### src/design/lockfuse_pkg.sv
// Package with commands, field positions, reset values and timing counts for the lock/fuse/signature access block
`default_nettype none
package lockfuse_pkg;
  localparam int unsigned CLK_HZ = 40000000;
  // Commands loaded through the command-load step
  localparam logic [7:0] CMD_WRITE_LOCK = 8'h20;
  localparam logic [7:0] CMD_READ_STATUS = 8'h04;
  localparam logic [7:0] CMD_READ_SIG = 8'h08;
  localparam logic [7:0] CMD_RESET = 8'h00;
  // Lock data byte field positions
  localparam int LOCK_DATA_LB2_POS = 2;
  localparam int LOCK_DATA_LB1_POS = 1;
  // Status byte field positions
  localparam int STAT_LB1_POS = 7;
  localparam int STAT_LB2_POS = 6;
  localparam int STAT_SERIAL_PROGRAM_ENABLE_FUSE_POS = 5;
  // Unprogrammed state of lock bits
  localparam logic [1:0] LOCK_RESET = 2'h3;
  localparam logic [7:0] DATA_RESET = 8'hff;
  localparam logic [1:0] SIG_LAST_ADDR = 2'h2;
  // Busy time after a programming strobe, typical figure in microseconds
  localparam int unsigned BUSY_TIME_US = 700;
  localparam int unsigned BUSY_CYCLES = BUSY_TIME_US * (CLK_HZ / 1000000);
  localparam int BUSY_CNT_W = 15;
  typedef enum logic [1:0] {ST_IDLE, ST_BUSY} prog_state_t;
endpackage
`default_nettype wire

### src/design/lockfuse_access.sv
// Parallel-programming lock bit, fuse status and signature access logic
`timescale 1ns/1ps
`default_nettype none
module lockfuse_access (
  // Clock and reset
  input wire logic CORE_CLK,
  input wire logic RESETN,
  // Programmer strobes and controls (pins, active low where named _N)
  input wire logic OSC_INPUT_PIN,
  input wire logic WR_N,
  input wire logic OE_N,
  input wire logic BYTE_SELECT,
  input wire logic XA_CMD,
  input wire logic XA_ADDR,
  input wire logic XA_DATA,
  input wire logic CHIP_ERASE,
  // Data bus
  input wire logic [7:0] DATA_IN,
  output logic [7:0] DATA_OUT,
  output logic DATA_OE,
  // Status
  input wire logic SERIAL_PROGRAM_ENABLE_FUSE,
  output logic READY_BUSY_FLAG,
  output logic [1:0] LOCK_BITS
);
  logic [1:0] osc_s_reg, wr_s_reg, oe_s_reg, bs_s_reg, xc_s_reg, xa_s_reg, xd_s_reg, ce_s_reg, sp_s_reg;
  logic [7:0] din_s1_reg, din_s2_reg;
  logic osc_d_reg, wr_d_reg;
  logic [7:0] cmd_reg, data_reg, addr_reg;
  logic [1:0] lock_reg;
  logic [14:0] busy_cnt_reg;
  lockfuse_pkg::prog_state_t state_reg;
  logic [7:0] sig_rdata;
  logic osc_rise, wr_fall, oe_low, bs;

  // Two-stage synchronisers for all pin inputs
  always_ff @(posedge CORE_CLK or negedge RESETN) begin
    if (!RESETN) begin
      osc_s_reg <= 2'h0;
      wr_s_reg <= 2'h3;
      oe_s_reg <= 2'h3;
      bs_s_reg <= 2'h0;
      xc_s_reg <= 2'h0;
      xa_s_reg <= 2'h0;
      xd_s_reg <= 2'h0;
      ce_s_reg <= 2'h0;
      sp_s_reg <= 2'h0;
      din_s1_reg <= 8'h00;
      din_s2_reg <= 8'h00;
    end else begin
      osc_s_reg <= {osc_s_reg[0], OSC_INPUT_PIN};
      wr_s_reg <= {wr_s_reg[0], WR_N};
      oe_s_reg <= {oe_s_reg[0], OE_N};
      bs_s_reg <= {bs_s_reg[0], BYTE_SELECT};
      xc_s_reg <= {xc_s_reg[0], XA_CMD};
      xa_s_reg <= {xa_s_reg[0], XA_ADDR};
      xd_s_reg <= {xd_s_reg[0], XA_DATA};
      ce_s_reg <= {ce_s_reg[0], CHIP_ERASE};
      sp_s_reg <= {sp_s_reg[0], SERIAL_PROGRAM_ENABLE_FUSE};
      din_s1_reg <= DATA_IN;
      din_s2_reg <= din_s1_reg;
    end
  end

  // Edge history on synchronised levels only
  always_ff @(posedge CORE_CLK or negedge RESETN) begin
    if (!RESETN) begin
      osc_d_reg <= 1'b0;
      wr_d_reg <= 1'b1;
    end else begin
      osc_d_reg <= osc_s_reg[1];
      wr_d_reg <= wr_s_reg[1];
    end
  end

  assign osc_rise = osc_s_reg[1] & ~osc_d_reg;
  assign wr_fall = ~wr_s_reg[1] & wr_d_reg;
  assign oe_low = ~oe_s_reg[1];
  assign bs = bs_s_reg[1];

  // Command, address and data latches on the oscillator pin pulse
  always_ff @(posedge CORE_CLK or negedge RESETN) begin
    if (!RESETN) begin
      cmd_reg <= lockfuse_pkg::CMD_RESET;
      addr_reg <= 8'h00;
      data_reg <= lockfuse_pkg::DATA_RESET;
    end else if (osc_rise) begin
      if (xc_s_reg[1]) begin
        cmd_reg <= din_s2_reg;
      end else if (xa_s_reg[1]) begin
        addr_reg <= din_s2_reg;
      end else if (xd_s_reg[1]) begin
        data_reg <= din_s2_reg;
      end
    end
  end

  // Lock storage: bits only ever clear, except by chip erase
  always_ff @(posedge CORE_CLK or negedge RESETN) begin
    if (!RESETN) begin
      lock_reg <= lockfuse_pkg::LOCK_RESET;
    end else if (wr_fall && ce_s_reg[1]) begin
      lock_reg <= lockfuse_pkg::LOCK_RESET;
    end else if (wr_fall && cmd_reg == lockfuse_pkg::CMD_WRITE_LOCK) begin
      lock_reg <= lock_reg & {data_reg[lockfuse_pkg::LOCK_DATA_LB2_POS],
                              data_reg[lockfuse_pkg::LOCK_DATA_LB1_POS]};
    end
  end

  // Busy timer; fuse writes use other commands and never start it
  always_ff @(posedge CORE_CLK or negedge RESETN) begin
    if (!RESETN) begin
      state_reg <= lockfuse_pkg::ST_IDLE;
      busy_cnt_reg <= 15'h0000;
    end else begin
      case (state_reg)
        lockfuse_pkg::ST_IDLE: begin
          if (wr_fall && cmd_reg == lockfuse_pkg::CMD_WRITE_LOCK && !ce_s_reg[1]) begin
            state_reg <= lockfuse_pkg::ST_BUSY;
            busy_cnt_reg <= 15'(lockfuse_pkg::BUSY_CYCLES - 1);
          end
        end
        default: begin
          if (busy_cnt_reg == 15'h0000) begin
            state_reg <= lockfuse_pkg::ST_IDLE;
          end else begin
            busy_cnt_reg <= busy_cnt_reg - 15'h0001;
          end
        end
      endcase
    end
  end

  sig_rom u_sig (
    .clk(CORE_CLK),
    .rst_n(RESETN),
    .addr(addr_reg[1:0]),
    .rdata(sig_rdata)
  );

  // Read path; bus released whenever output enable is high
  always_ff @(posedge CORE_CLK or negedge RESETN) begin
    if (!RESETN) begin
      DATA_OUT <= 8'h00;
      DATA_OE <= 1'b0;
    end else if (!oe_low) begin
      DATA_OUT <= 8'h00;
      DATA_OE <= 1'b0;
    end else if (cmd_reg == lockfuse_pkg::CMD_READ_STATUS && bs) begin
      DATA_OUT <= {lock_reg[0], lock_reg[1], sp_s_reg[1], 5'h1f};
      DATA_OE <= 1'b1;
    end else if (cmd_reg == lockfuse_pkg::CMD_READ_SIG && !bs) begin
      DATA_OUT <= (addr_reg <= {6'h00, lockfuse_pkg::SIG_LAST_ADDR}) ? sig_rdata : 8'hff;
      DATA_OE <= 1'b1;
    end else begin
      DATA_OUT <= 8'h00;
      DATA_OE <= 1'b0;
    end
  end

  always_ff @(posedge CORE_CLK or negedge RESETN) begin
    if (!RESETN) begin
      READY_BUSY_FLAG <= 1'b1;
      LOCK_BITS <= lockfuse_pkg::LOCK_RESET;
    end else begin
      READY_BUSY_FLAG <= (state_reg == lockfuse_pkg::ST_IDLE);
      LOCK_BITS <= lock_reg;
    end
  end

  // Lock bits never rise except on chip erase
  lock_mono_a: assert property (@(posedge CORE_CLK) disable iff (!RESETN)
    (|(lock_reg & ~$past(lock_reg))) |-> $past(wr_fall && ce_s_reg[1])) else $error("lock bit rose without erase");
  // Busy starts after lock write strobe
  busy_start_a: assert property (@(posedge CORE_CLK) disable iff (!RESETN)
    (wr_fall && cmd_reg == lockfuse_pkg::CMD_WRITE_LOCK && !ce_s_reg[1] && state_reg == lockfuse_pkg::ST_IDLE)
    |-> ##2 !READY_BUSY_FLAG) else $error("ready/busy did not fall");
  // Busy counter bounded
  busy_cnt_a: assert property (@(posedge CORE_CLK) disable iff (!RESETN)
    busy_cnt_reg < 15'(lockfuse_pkg::BUSY_CYCLES)) else $error("busy count out of range");
  // Other commands never drop ready
  fuse_idle_a: assert property (@(posedge CORE_CLK) disable iff (!RESETN)
    (state_reg == lockfuse_pkg::ST_IDLE && cmd_reg != lockfuse_pkg::CMD_WRITE_LOCK) |=> state_reg == lockfuse_pkg::ST_IDLE)
    else $error("busy without lock command");
  // Bus released one cycle after output enable rises
  bus_release_a: assert property (@(posedge CORE_CLK) disable iff (!RESETN)
    !oe_low |=> !DATA_OE) else $error("bus driven with enable high");
  // Status byte contents
  status_read_a: assert property (@(posedge CORE_CLK) disable iff (!RESETN)
    (oe_low && bs && cmd_reg == lockfuse_pkg::CMD_READ_STATUS) |=> (DATA_OE && DATA_OUT[7:6] == {$past(lock_reg[0]), $past(lock_reg[1])}))
    else $error("status byte wrong");
  // Signature read drives bus
  sig_read_a: assert property (@(posedge CORE_CLK) disable iff (!RESETN)
    (oe_low && !bs && cmd_reg == lockfuse_pkg::CMD_READ_SIG) |=> DATA_OE) else $error("signature not driven");
  // Byte select low gives no status
  status_bs_a: assert property (@(posedge CORE_CLK) disable iff (!RESETN)
    (!bs && cmd_reg == lockfuse_pkg::CMD_READ_STATUS) |=> !DATA_OE) else $error("status with byte select low");
  // Strobes under any other command, fuse writes among them, leave ready high
  fuse_ready_a: assert property (@(posedge CORE_CLK) disable iff (!RESETN)
    (wr_fall && cmd_reg != lockfuse_pkg::CMD_WRITE_LOCK && state_reg == lockfuse_pkg::ST_IDLE)
    |-> ##2 READY_BUSY_FLAG) else $error("ready fell on non-lock strobe");
  // Addresses past the last signature byte read all ones
  sig_range_a: assert property (@(posedge CORE_CLK) disable iff (!RESETN)
    (oe_low && !bs && cmd_reg == lockfuse_pkg::CMD_READ_SIG && addr_reg > {6'h00, lockfuse_pkg::SIG_LAST_ADDR})
    |=> DATA_OUT == 8'hff) else $error("signature out of range not ones");
  // Command only changes on a command latch pulse
  cmd_hold_a: assert property (@(posedge CORE_CLK) disable iff (!RESETN)
    !(osc_rise && xc_s_reg[1]) |=> $stable(cmd_reg)) else $error("command changed without load");
endmodule // lockfuse_access
`default_nettype wire

### src/design/sig_rom.sv
// Three-word signature store with registered read data
`timescale 1ns/1ps
`default_nettype none
module sig_rom (
  input wire logic clk,
  input wire logic rst_n,
  input wire logic [1:0] addr,
  output logic [7:0] rdata
);
  // Contents are arbitrary identity values
  localparam logic [7:0] SIG0 = 8'h5a;
  localparam logic [7:0] SIG1 = 8'h11;
  localparam logic [7:0] SIG2 = 8'h22;

  always_ff @(posedge clk or negedge rst_n) begin
    if (!rst_n) begin
      rdata <= 8'h00;
    end else if (addr == 2'h0) begin
      rdata <= SIG0;
    end else if (addr == 2'h1) begin
      rdata <= SIG1;
    end else if (addr == 2'h2) begin
      rdata <= SIG2;
    end else begin
      rdata <= 8'hff;
    end
  end
endmodule // sig_rom
`default_nettype wire

### config.mk
export PLATFORM = sky130hd
export DESIGN_NAME = lockfuse_access
export DESIGN_NICKNAME = d
export VERILOG_FILES = /design/src/design/lockfuse_pkg.sv /design/src/design/lockfuse_access.sv /design/src/design/sig_rom.sv
export SDC_FILE = /design/constraint.sdc
export NUM_CORES = 1
export LEC_CHECK = 0
export BUFFER_PORTS_ARGS = -buffer_cell sky130_fd_sc_hd__buf_2
export CAP_MARGIN = 40
export CORE_UTILIZATION = 61
export DETAILED_ROUTE_END_ITERATION = 7
export GPL_ROUTABILITY_DRIVEN = 0
export PLACE_DENSITY = 0.9
export SLEW_MARGIN = 20
export SYNTH_ARGS = -nofsm -noshare
export SYNTH_HDL_FRONTEND = slang
export SYNTH_HIERARCHICAL = 1
export SYNTH_SLANG_ARGS = --single-unit
### constraint.sdc
create_clock -name CORE_CLK -period 2.9 [get_ports CORE_CLK]
set_clock_uncertainty 0.15 [all_clocks]
set_input_delay 0.145 -clock CORE_CLK [delete_from_list [all_inputs] [get_ports CORE_CLK]]
set_output_delay 0.145 -clock CORE_CLK [all_outputs]
set_load 0.01 [all_outputs]
==> qor.csv <==
stage,metric,value,unit
layout,fill_cells,302,
clocking,cts_made_buffers,9,
grt,grt_pass1_wl,8.88,mm
die,row_count,26,
timing,slew_headroom,0.566,
setup_path,crit_chain,"or4b_4, or4_1, nand2_1, mux2i_1",
layout,area_delta_synth_final,18.7,%
placed_design,place_inst,334,
synthesis,yosys.area.top_type,dfrtp_1,
layout,antenna_cells,0,
setup_path,end_kind,register,
detailed_routing,route.met3.wl,255,um
detailed_routing,wire_per_inst,15.0,um
run,maxCapViolations,0,
setup_path,cp-start-kind,register,
detailed_routing,finalWirelength,5.53,mm
worst_hold_path,min_path_type,in -> async,
detailed_routing,dr.pass1.iters,4,
setup_path,worstPathRequired,3.00,ns
power_and_ir_drop,powerDensity,768,mW/mm^2
detailed_routing,route.vias.total,1964,
clocking,cts_buffer_depth,2,
detailed_routing,ant_nets,0,
setup_path,crit_arrival,2.16,ns
setup_path,reg2reg_to,busy_cnt_reg[7],
setup_path,crit_path_top_delay_cell,or4_1,
detailed_routing,drcViolationCount,0,
clocking,root_buffer,clkbuf_8,
setup_path,path_class,reg -> reg,
synthesis,ys_warn_count,6,
die,die_x,75.7,um
synthesis,async_reset_ff_frac,1.00,
setup_path,r2r_start,wr_d_reg,
die,die_y,75.7,um
placed_design,post_dp_cell_area,0.00355,mm^2
timing,setup_tns,0,ns
synthesis,syn_area,0.00331,mm^2
synthesis,postSynthAreaPerCell,14.0,um^2
timing,final_max_slew_viol_count,0,
synthesis,synth_edf_count,0,
power_and_ir_drop,total_leakage_power,1.79,nW
die,pin_count,31,
synthesis,ys.flop_type,dfrtp_1,
detailed_routing,drt-vias-per-instance,5.34,
timing,finalHoldViolCount,0,
setup_path,cp-endpoint,busy_cnt_reg[7],
setup_path,r2r_cells,4,
power_and_ir_drop,vdd_drop_max,0.529,mV
timing,min_period,2.06,ns
layout,layout.cells.non_filler,368,
detailed_routing,top_layer_used,met4,
die,dieArea,0.00573,mm^2
timing,setup_viol_count_final,0,
layout,fin_area,0.00393,mm^2
setup_path,ff2ff_setup_slack,0.84,ns
clocking,cts_tree,done,
detailed_routing,drt-met1-wl,2.24,mm
grt,grt_remaining_overflow,0,
grt,globalRouteTotalUtil,0.225,
placed_design,place_hpwl,3.50,mm
layout,largest_reg_flops,15,
timing,hold_ws,0.0884,ns
layout,final_core_util,0.760,
synthesis,synth_seq_cells,90,
synthesis,synthCells,237,
layout,layout.nets,319,
clocking,clk_latency,0.37,ns
clocking,cts_sinks,90,
timing,fmax,0.485,GHz
layout,final_common_cell,dfrtp_1,
synthesis,synth_seq_area_share,0.685,
timing,fin_crit_sh,0.711,
setup_path,crit_start,wr_d_reg,
layout,drive_above_1_share,0.289,
clocking,htree_levels,3,
grt,antenna_found_initial,0,
timing,tightest_slew,0.646,ns
die,initial_core_util,0.640,
synthesis,synth_nets,263,
synthesis,synth.distinct_cells,44,
run_status,outcome,completed,
grt,grt_max_degree,62,
timing,rsz0062_at_grt,false,
die,core_area,0.00517,mm^2
setup_path,critPathMaxFanout,10,
detailed_routing,drt_iter0_drc,75,
layout,layout_common_cells,"dfrtp_1 (78), buf_2 (29), mux2_2 (18), dlygate4sd3_1 (18), nand2_1 (16)",
placed_design,io_buffers,30,
synthesis,synth_area_leaders,"dfrtp_1 (59%), dfstp_2 (9.5%), mux2_2 (6.1%)",
setup_path,slowest_delay,0.60,ns
grt,grt_pass1_vias,1974,
clocking,cts.reportedPaths.clkPinSlew,0.10,ns
detailed_routing,dr_wl_met2,2.92,mm
synthesis,yosys.area.top_type_share,0.590,
critical path: cells and delay by family (launching register included):
kind | cells | cell delay [ns]
flops | 1 | 0.54
simple gates | 3 | 1.20
mux | 1 | 0.06
kinds of logic after synthesis:
group	Yosys count	share of synthesized area
adders and majority gates	7	0.0265
DFF	90	0.685
AOI/OAI and AO/OA	34	0.0624
xor gates and xnor gates	1	0.00265
buffers and inverters	12	0.0162
muxes	21	0.0703
and+or+nand+nor	72	0.137
power by group:
part	internal [mW]	switching (mW)	total, mW
logic	0.267	0.325	0.592
clock network	0.335	0.469	0.804
registers	1.45	0.172	1.62
through the flow:
| stage | setup slack [ns] | total power, mW |
|---|---|---|
| 2_1_floorplan | 0.997 | 2.03 |
| 6_report | 0.837 | 3.02 |
| 3_3_place_gp | 0.882 | 2.15 |
| 3_5_place_dp | 0.838 | 2.20 |
| 5_1_grt | 0.764 | 3.19 |
| 4_1_cts | 0.828 | 3.03 |
repair_timing:
item | 4_1_cts | 5_1_grt
setup buffers | 0 | 0
endpoints found under the hold margin | 98 | 0
gates resized for setup | 0 | 0
hold buffers | 18 | 0
synthesized netlist by cell type (2+ instances only):
library cell   n
inv_1          8
o21a_1         6
buf_4          2
dfrtp_1       78
nand2_1       16
o31ai_1        2
mux2_2        18
a21oi_1        9
or3_1          5
nand4_1        2
ha_1           7
mux2i_1        3
nand3b_1       4
nor4_2         5
o21ai_0       10
nor2_1         9
and2_1         3
a31oi_1        3
dfstp_2       12
nor3_1         2
nor4_1         3
or4_1          2
nand3_1        3
and3_1         5
worst min-delay path by stage:
stage                        to  cells after the start
floorplan               DATA_OE                      0
global route        xa_s_reg[0]                      2
detailed placement  xc_s_reg[0]                      1
global placement    oe_s_reg[0]                      1
finish              xa_s_reg[0]                      2
CTS                 xa_s_reg[0]                      2
metal layers:
metal | vias to the layer above | GRT usage
met5 | - | 0
met4 | 0 | 0.101
met3 | 12 | 0.103
met2 | 46 | 0.381
met1 | 957 | 0.243
li1 | 949 | -
area by class of cell:
| cell class | instances | area (um^2) | area share |
|---|---|---|---|
| clock buffers | 9 | 124 | 0.0315 |
| clock inverters | 7 | 71.3 | 0.0181 |
| inverters | 8 | 30.0 | 0.00764 |
| multi-input cells | 135 | 990 | 0.252 |
| flip-flops and latches | 90 | 2270 | 0.577 |
| well taps | 70 | 87.6 | 0.0223 |
| repair buffers | 49 | 360 | 0.0917 |
Power figures use the tool's default switching activity.
